--- src/vim_pkg.sv ---
package vim_pkg;

    localparam int unsigned DIN_W  = 8;
    localparam int unsigned DOUT_W = 4;
    localparam int unsigned DATA_W = 16;
    localparam int unsigned ADDR_W = 4;

    // register indices on the parameter port
    localparam logic [ADDR_W-1:0] ADDR_IN_MASK   = 4'h0;
    localparam logic [ADDR_W-1:0] ADDR_OUT_MASK  = 4'h1;
    localparam logic [ADDR_W-1:0] ADDR_VIRT_IN   = 4'h2;
    localparam logic [ADDR_W-1:0] ADDR_VIRT_OUT  = 4'h3;
    localparam logic [ADDR_W-1:0] ADDR_TERM_STAT = 4'h4;
    localparam logic [ADDR_W-1:0] ADDR_OUT_STAT  = 4'h5;

    // largest value accepted by each writable register
    localparam logic [DATA_W-1:0] MAX_IN_VAL  = 16'h00FF;
    localparam logic [DATA_W-1:0] MAX_OUT_VAL = 16'h000F;

    localparam logic [DIN_W-1:0]  RST_IN_MASK  = 8'h00;
    localparam logic [DOUT_W-1:0] RST_OUT_MASK = 4'h0;
    localparam logic [DIN_W-1:0]  RST_VIRT_IN  = 8'h00;
    localparam logic [DOUT_W-1:0] RST_VIRT_OUT = 4'h0;

    // selected input byte positions with a fixed meaning
    localparam int unsigned BIT_RUN       = 0;
    localparam int unsigned BIT_REVERSE   = 1;
    localparam int unsigned BIT_EXT_FAULT = 5;

    typedef struct packed {
        logic              wr;
        logic              rd;
        logic [ADDR_W-1:0] addr;
        logic [DATA_W-1:0] data;
    } vim_req_t;

    typedef struct packed {
        logic              valid;
        logic              err;
        logic [DATA_W-1:0] data;
    } vim_rsp_t;

endpackage

--- src/vim_sync.sv ---
`timescale 1ns/1ps
module vim_sync #(
    parameter int unsigned WIDTH = 8
) (
    input  wire logic             i_clock,
    input  wire logic             i_rst_n,
    input  wire logic [WIDTH-1:0] i_async,
    output logic      [WIDTH-1:0] o_sync
);
    logic [WIDTH-1:0] meta_r;

    always_ff @(posedge i_clock)
    begin
        if (!i_rst_n)
        begin
            meta_r <= '0;
            o_sync <= '0;
        end
        else
        begin
            meta_r <= i_async;
            o_sync <= meta_r;
        end
    end
endmodule

--- src/vim_bitmux.sv ---
`timescale 1ns/1ps
module vim_bitmux #(
    parameter int unsigned WIDTH = 8
) (
    input  wire logic [WIDTH-1:0] i_phys,
    input  wire logic [WIDTH-1:0] i_virt,
    input  wire logic [WIDTH-1:0] i_mask,
    output logic      [WIDTH-1:0] o_sel
);
    // one switch per bit, no bit sees another
    genvar b;
    generate
        for (b = 0; b < WIDTH; b++)
        begin : g_bit
            assign o_sel[b] = (i_phys[b] & ~i_mask[b]) | (i_virt[b] & i_mask[b]);
        end
    endgenerate
endmodule

--- src/vim_mask_mux.sv ---
`timescale 1ns/1ps
// Overview of operation
// - select = (phys AND NOT mask) OR (virt AND mask)
// - mask 0 picks terminal (drive function on outputs), 1 picks virtual
// - each mask bit drives one switch only
// - input mask eight bits, values 0..255
// - output mask four bits, values 0..15
// - terminals and virtual bits mix freely
// - all input functions usable from virtual bits
// - virtual 1 forward, 3 reverse, 0 stop
// - masked output follows virtual output bit
// - unmasked input keeps following its terminal
// - masks and virtual values readable and writable
module vim_mask_mux (
    input  wire logic                          i_clock,
    input  wire logic                          i_rst_n,
    input  wire vim_pkg::vim_req_t             i_req,
    output vim_pkg::vim_rsp_t                  o_rsp,
    input  wire logic [vim_pkg::DIN_W-1:0]     i_term_in,
    input  wire logic [vim_pkg::DOUT_W-1:0]    i_drive_fn,
    output logic      [vim_pkg::DIN_W-1:0]     o_sel_in,
    output logic      [vim_pkg::DOUT_W-1:0]    o_term_out,
    output logic                               o_run_fwd,
    output logic                               o_run_rev,
    output logic                               o_ext_fault
);
    import vim_pkg::*;

    logic [DIN_W-1:0]  term_sync;
    logic [DIN_W-1:0]  imask_r;
    logic [DIN_W-1:0]  imask_nxt;
    logic [DOUT_W-1:0] omask_r;
    logic [DOUT_W-1:0] omask_nxt;
    logic [DIN_W-1:0]  vin_r;
    logic [DIN_W-1:0]  vin_nxt;
    logic [DOUT_W-1:0] vout_r;
    logic [DOUT_W-1:0] vout_nxt;
    logic [DIN_W-1:0]  sel_in_nxt;
    logic [DOUT_W-1:0] sel_out_nxt;
    logic              wr_ok;
    logic              wr_bad;
    logic              rd_bad;
    logic [DATA_W-1:0] rd_data;
    vim_rsp_t          rsp_nxt;

    function automatic logic addr_mapped(input logic [ADDR_W-1:0] a);
        addr_mapped = (a <= ADDR_OUT_STAT);
    endfunction

    function automatic logic addr_writable(input logic [ADDR_W-1:0] a);
        addr_writable = (a <= ADDR_VIRT_OUT);
    endfunction

    // wide inputs share one limit, narrow ones another
    function automatic logic value_fits(input logic [ADDR_W-1:0] a, input logic [DATA_W-1:0] d);
        if ((a == ADDR_IN_MASK) || (a == ADDR_VIRT_IN))
        begin
            value_fits = (d <= MAX_IN_VAL);
        end
        else
        begin
            value_fits = (d <= MAX_OUT_VAL);
        end
    endfunction

    // terminals are asynchronous pins
    vim_sync #(
        .WIDTH (DIN_W)
    ) u_term_sync (
        .i_clock (i_clock),
        .i_rst_n (i_rst_n),
        .i_async (i_term_in),
        .o_sync  (term_sync)
    );

    // out-of-range values and read-only targets are refused whole
    assign wr_ok  = i_req.wr && addr_writable(i_req.addr) && value_fits(i_req.addr, i_req.data);
    assign wr_bad = i_req.wr && !wr_ok;
    assign rd_bad = i_req.rd && !addr_mapped(i_req.addr);

    // next values feed the muxes so a write shows one cycle later
    assign imask_nxt = (wr_ok && i_req.addr == ADDR_IN_MASK)  ? i_req.data[DIN_W-1:0]  : imask_r;
    assign omask_nxt = (wr_ok && i_req.addr == ADDR_OUT_MASK) ? i_req.data[DOUT_W-1:0] : omask_r;
    assign vin_nxt   = (wr_ok && i_req.addr == ADDR_VIRT_IN)  ? i_req.data[DIN_W-1:0]  : vin_r;
    assign vout_nxt  = (wr_ok && i_req.addr == ADDR_VIRT_OUT) ? i_req.data[DOUT_W-1:0] : vout_r;

    // terminals mixed with virtual bits on the input byte
    vim_bitmux #(
        .WIDTH (DIN_W)
    ) u_in_mux (
        .i_phys (term_sync),
        .i_virt (vin_nxt),
        .i_mask (imask_nxt),
        .o_sel  (sel_in_nxt)
    );

    // drive functions mixed with virtual control on the outputs
    vim_bitmux #(
        .WIDTH (DOUT_W)
    ) u_out_mux (
        .i_phys (i_drive_fn),
        .i_virt (vout_nxt),
        .i_mask (omask_nxt),
        .o_sel  (sel_out_nxt)
    );

    assign rd_data = (i_req.addr == ADDR_IN_MASK)   ? {{(DATA_W-DIN_W){1'b0}}, imask_r} :
                     (i_req.addr == ADDR_OUT_MASK)  ? {{(DATA_W-DOUT_W){1'b0}}, omask_r} :
                     (i_req.addr == ADDR_VIRT_IN)   ? {{(DATA_W-DIN_W){1'b0}}, vin_r} :
                     (i_req.addr == ADDR_VIRT_OUT)  ? {{(DATA_W-DOUT_W){1'b0}}, vout_r} :
                     (i_req.addr == ADDR_TERM_STAT) ? {{(DATA_W-DIN_W){1'b0}}, term_sync} :
                     (i_req.addr == ADDR_OUT_STAT)  ? {{(DATA_W-DOUT_W){1'b0}}, o_term_out} :
                     16'h0000;

    assign rsp_nxt.valid = i_req.wr || i_req.rd;
    assign rsp_nxt.err   = wr_bad || rd_bad;
    assign rsp_nxt.data  = (i_req.rd && !rd_bad) ? rd_data : 16'h0000;

    always_ff @(posedge i_clock)
    begin
        if (!i_rst_n)
        begin
            imask_r <= RST_IN_MASK;
            omask_r <= RST_OUT_MASK;
            vin_r   <= RST_VIRT_IN;
            vout_r  <= RST_VIRT_OUT;
        end
        else
        begin
            imask_r <= imask_nxt;
            omask_r <= omask_nxt;
            vin_r   <= vin_nxt;
            vout_r  <= vout_nxt;
        end
    end

    always_ff @(posedge i_clock)
    begin
        if (!i_rst_n)
        begin
            o_rsp       <= '0;
            o_sel_in    <= '0;
            o_term_out  <= '0;
            o_run_fwd   <= 1'b0;
            o_run_rev   <= 1'b0;
            o_ext_fault <= 1'b0;
        end
        else
        begin
            o_rsp       <= rsp_nxt;
            o_sel_in    <= sel_in_nxt;
            o_term_out  <= sel_out_nxt;
            o_run_fwd   <= sel_in_nxt[BIT_RUN] && !sel_in_nxt[BIT_REVERSE];
            o_run_rev   <= sel_in_nxt[BIT_RUN] && sel_in_nxt[BIT_REVERSE];
            o_ext_fault <= !sel_in_nxt[BIT_EXT_FAULT];
        end
    end

    logic past_run;

    always_ff @(posedge i_clock)
    begin
        if (!i_rst_n)
        begin
            past_run <= 1'b0;
        end
        else
        begin
            past_run <= 1'b1;
        end
    end
endmodule

--- config.mk ---
export PLATFORM = sky130hd
export DESIGN_NAME = vim_mask_mux
export DESIGN_NICKNAME = d
export VERILOG_FILES = /design/src/vim_pkg.sv /design/src/vim_sync.sv /design/src/vim_bitmux.sv /design/src/vim_mask_mux.sv
export SDC_FILE = /design/constraint.sdc
export NUM_CORES = 1
export LEC_CHECK = 0
export ABC_AREA = 1
export BUFFER_PORTS_ARGS = -buffer_cell sky130_fd_sc_hd__buf_2
export CORE_MARGIN = 10
export CORE_UTILIZATION = 44
export CTS_CLUSTER_SIZE = 10
export DETAILED_ROUTE_END_ITERATION = 7
export PLACE_DENSITY = 0.63
export SETUP_SLACK_MARGIN = 0.15
export SLEW_MARGIN = 15
export SYNTH_ARGS = -nofsm -noshare
export SYNTH_HDL_FRONTEND = slang
export SYNTH_HIERARCHICAL = 1
export SYNTH_SLANG_ARGS = --single-unit
--- constraint.sdc ---
create_clock -name i_clock -period 2.9 [get_ports i_clock]
set_clock_uncertainty 0.2 [all_clocks]
set_input_delay 0.58 -clock i_clock [delete_from_list [all_inputs] [get_ports i_clock]]
set_output_delay 0.58 -clock i_clock [all_outputs]
set_load 0.005 [all_outputs]
==> tab_implementation.tex <==
\begin{tabular}{lr}
\hline
Metric & Value \\
\hline
\multicolumn{2}{l}{\textbf{Clocking}} \\
\quad Number of H-tree levels & 3 \\
\quad Clock tree from TritonCTS & yes \\
\quad Number of hold-repair buffers added at the cts stage & 0 \\
\quad Clock tree sinks & 65 \\
\quad Resized cells post-CTS & 0 \\
\quad Root cell of the clock tree & clkbuf\_8 \\
\quad Clock transition at path regs & 70 ps \\
\quad Number of CTS-inserted buffers & 9 \\
\quad Longest Clk Path Bufs & 2 \\
\quad Buffers inserted by post-CTS timing repair & 0 \\
\quad Worst-Skew Late Latency & 350 ps \\
\multicolumn{2}{l}{\textbf{Floorplan}} \\
\quad Die W & 103 um \\
\quad Die Footprint & 10,700 um2 \\
\quad Standard cell core area & 6760 um2 \\
\quad Number of ports placed on the die boundary & 69 \\
\quad Floorplan row count & 30 \\
\quad Height of the die & 103 um \\
\quad Initial Util & 0.451 \\
\multicolumn{2}{l}{\textbf{Final layout}} \\
\quad Final layout net count & 539 \\
\quad Fraction of final layout cells sized beyond drive strength 1 & 0.207 \\
\quad Design area & 3570 um2 \\
\quad Antenna cell count & 0 \\
\quad Synth-to-layout area growth & 17.2\% \\
\multicolumn{2}{l}{\textbf{Place}} \\
\quad Input/output buffers & 60 \\
\quad Final HPWL from detailed placement & 5460 um \\
\quad Instance area after placement & 3340 um2 \\
\quad GP Congestion & 0.874 \\
\multicolumn{2}{l}{\textbf{Yosys}} \\
\quad Share of the yosys chip area belonging to registers & 0.427 \\
\quad Mapped Area & 3050 um2 \\
\quad Number of different library cells in the post-synthesis netlist & 26 \\
\quad Top flip-flop cell by instance count after synthesis & dfxtp\_1 \\
\quad Synthesized netlist cell count & 440 \\
\quad Area fraction of the dominant cell type after synthesis & 0.427 \\
\quad Cell type contributing the most total cell area after synthesis & dfxtp\_1 \\
\quad Total of warnings raised by yosys & 6 \\
\quad Mean area per synthesized cell & 6.93 um2 \\
\quad Number of flip-flops and latches in the synthesized netlist & 65 \\
\quad Dominant cells by area after synthesis & dfxtp\_1, nand2\_1, inv\_1, nand4\_1, nor2\_1 \\
\quad Asr flop ratio synth & 0 \\
\quad Number of enable-type register cells in the synthesized netlist & 0 \\
\multicolumn{2}{l}{\textbf{Run status}} \\
\quad Status & finished, final reports clean \\
\multicolumn{2}{l}{\textbf{Timing}} \\
\quad TNS Setup & 0 ps \\
\quad Total of endpoints with negative setup slack in the final report & 0 \\
\quad Share of the clock period used by the worst path after layout & 0.693 \\
\quad Worst max-slew margin expressed relative to the limit & 0.431 \\
\quad Maximum clock frequency & 0.497 GHz \\
\quad Unrepaired setup endpoints after global routing & no \\
\quad Worst Tran Pin Value & 849 ps \\
\quad Count of pins over their slew limit & 0 \\
\quad Total count of hold-check failures in the final report & 0 \\
\quad Post-layout minimum cycle time & 2010 ps \\
\multicolumn{2}{l}{\textbf{Power}} \\
\quad Internal power consumption & 1.47 mW \\
\quad Share of power burned in combinational logic & 0.068 \\
\quad Register share of total power & 0.477 \\
\quad Reported net switching power & 0.462 mW \\
\quad Total leakage power & 2.11 nW \\
\quad Highest ir drop seen on vdd & 0.000333 V \\
\quad Clock power share & 0.455 \\
\quad Switching power share of the total & 0.239 \\
\quad Total power divided by cell area & 541 nW/um2 \\
\multicolumn{2}{l}{\textbf{Setup path}} \\
\quad Critical Path AT & 2100 ps \\
\quad Cells along the critical path & buf\_2 -> inv\_1 -> nand2\_1 -> nor2\_4 -> nand4\_4 -> nand2\_1 -> nand2\_1 -> inv\_1 -> nand2\_1 -> nand2\_1 -> nand2\_1 -> nor2\_1 \\
\quad Critical Path Most Common Cell & nand2\_1 \\
\quad Critical path startpoint category & primary input \\
\quad Data required time at the worst endpoint & 2990 ps \\
\quad Slowest cell on crit path & nor2\_4 \\
\quad Crit-path max FO & 15 \\
\quad Number of buffers and inverters on the critical path & 3 \\
\quad CP max stage delay & 400 ps \\
\quad Kind of critical path & primary input to flop \\
\quad Capturing element type of the critical path & flop \\
\quad Top Family by Delay on Critical Path & simple AND/OR/NAND/NOR gates \\
\multicolumn{2}{l}{\textbf{GRT}} \\
\quad Number of global-route vias before repair & 2,656 \\
\quad Largest net degree at the start of global routing & 29 \\
\quad Leftover overflow at the end of global routing & 0 \\
\quad Total track usage & 0.147 \\
\quad Number of antenna violations at the first check in global routing & 0 \\
\quad Global-route wire length before repair & 12,200 um \\
\multicolumn{2}{l}{\textbf{Route}} \\
\quad Final routed wire length divided by cell count & 12.8 um \\
\quad Routed length on met3 & 661 um \\
\quad DRT antenna net count & 0 \\
\quad DR iter-0 viols & 136 \\
\quad Post-detailed-routing wire length & 7550 um \\
\quad Vias after detailed routing & 2,744 \\
\quad M1 wire length & 3430 um \\
\quad Met2 wire length & 3290 um \\
\quad Top Metal Used & met4 \\
\quad Detailed-routing iteration count for the pre-antenna-repair pass & 4 \\
\quad Average vias per placed instance & 4.67 \\
\quad Post-route DRC & 0 \\
\multicolumn{2}{l}{\textbf{Flow run}} \\
\quad Number of max-cap violations & 0 \\
\multicolumn{2}{l}{\textbf{Min path}} \\
\quad Tightest Hold Check Type & primary input to flop \\
\hline
\end{tabular}
-- metrics by stage --
stage | util | instances | power, mW | worst slack [ps] | hold WS (ps)
2_1_floorplan | - | 447 | 1.02 | 970 | 186
3_3_place_gp | 0.495 | 572 | 1.07 | 573 | 195
3_5_place_dp | 0.495 | 572 | 1.07 | 556 | 200
4_1_cts | 0.529 | 588 | 1.94 | 914 | 192
5_1_grt | 0.529 | 588 | 2.00 | 743 | 216
6_report | 0.529 | 588 | 1.93 | 889 | 204
-- flip-flops by register name, summed over array words and instances, names as in the netlist --
name                cells
o_term_out              4
u_term_sync/o_sync      8
vout_r                  4
o_run_rev               1
o_ext_fault             1
imask_r                 8
omask_r                 4
o_sel_in                8
u_term_sync/meta_r      8
o_rsp                  10
vin_r                   8
o_run_fwd               1
-- kinds of logic after synthesis --
| kind of cell | count (synthesis) | synth area share |
|---|---|---|
| AO/OA/AOI/OAI | 19 | 0.0324 |
| buffers and inverters | 116 | 0.173 |
| other | 1 | 0.00123 |
| AND/OR/NAND/NOR | 239 | 0.367 |
| flip-flops | 65 | 0.427 |
-- power by group through the flow --
stage	clock network [mW]	logic, mW	registers (mW)
global placement	0	0.130	0.941
global route	0.926	0.149	0.922
CTS	0.892	0.132	0.921
finish	0.879	0.131	0.920
floorplan	0	0.0837	0.941
detailed placement	0	0.131	0.941
-- synthesized netlist by cell type, types with 3 or more instances --
cell	n
nor2_1	35
nand2_4	3
o21ai_0	5
dfxtp_1	65
nand2_2	5
nand4_1	32
clkbuf_1	3
nor2_4	4
a21oi_1	9
o21ai_1	4
nand2_1	146
buf_4	12
inv_1	93
nor2_2	5
nand3_1	4
-- path summary, 6_finish.rpt --
path,start,endpoint,slack [ps],cells past startpoint
worst max-delay path,i_req[16],o_run_rev,890,12
worst min-delay path,i_term_in[0],u_term_sync/meta_r[0],200,3
worst max register to register,vin_r[1],o_run_rev,1780,8
worst min register to register,u_term_sync/meta_r[6],u_term_sync/o_sync[6],210,2
-- cell usage in the layout, fill, tap and decap left out, drive strengths merged --
master / count
a21oi: 10
buf: 64
bufinv: 2
clkbuf: 10
clkinv: 6
conb: 8
dfxtp: 65
inv: 95
nand2: 154
nand3: 5
nand4: 35
nor2: 45
o21ai: 9
-- worst reg2reg max path: stages (launching register included) --
cell,delay (ps)
dfxtp_1,330
inv_1,40
nand2_1,50
nand2_1,70
inv_1,70
nand2_1,50
nand2_1,90
nand2_1,70
nor2_1,90
-- layer usage --
layer,vias to the layer above,track usage
met5,-,0
met4,0,0.0770
met3,18,0.0445
met2,82,0.232
met1,1214,0.177
li1,1430,-
-- layout make-up --
class / instances / area, um2
Sequential cell: 65 / 1300
Tap cell: 80 / 100
Multi-Input combinational cell: 266 / 1250
Timing Repair Buffer: 64 / 330
Inverter: 97 / 364
Clock buffer: 10 / 138
Clock inverter: 6 / 91.3
Fill cell: 690 / 3190
No activity file was read; power rests on OpenSTA's default activity.
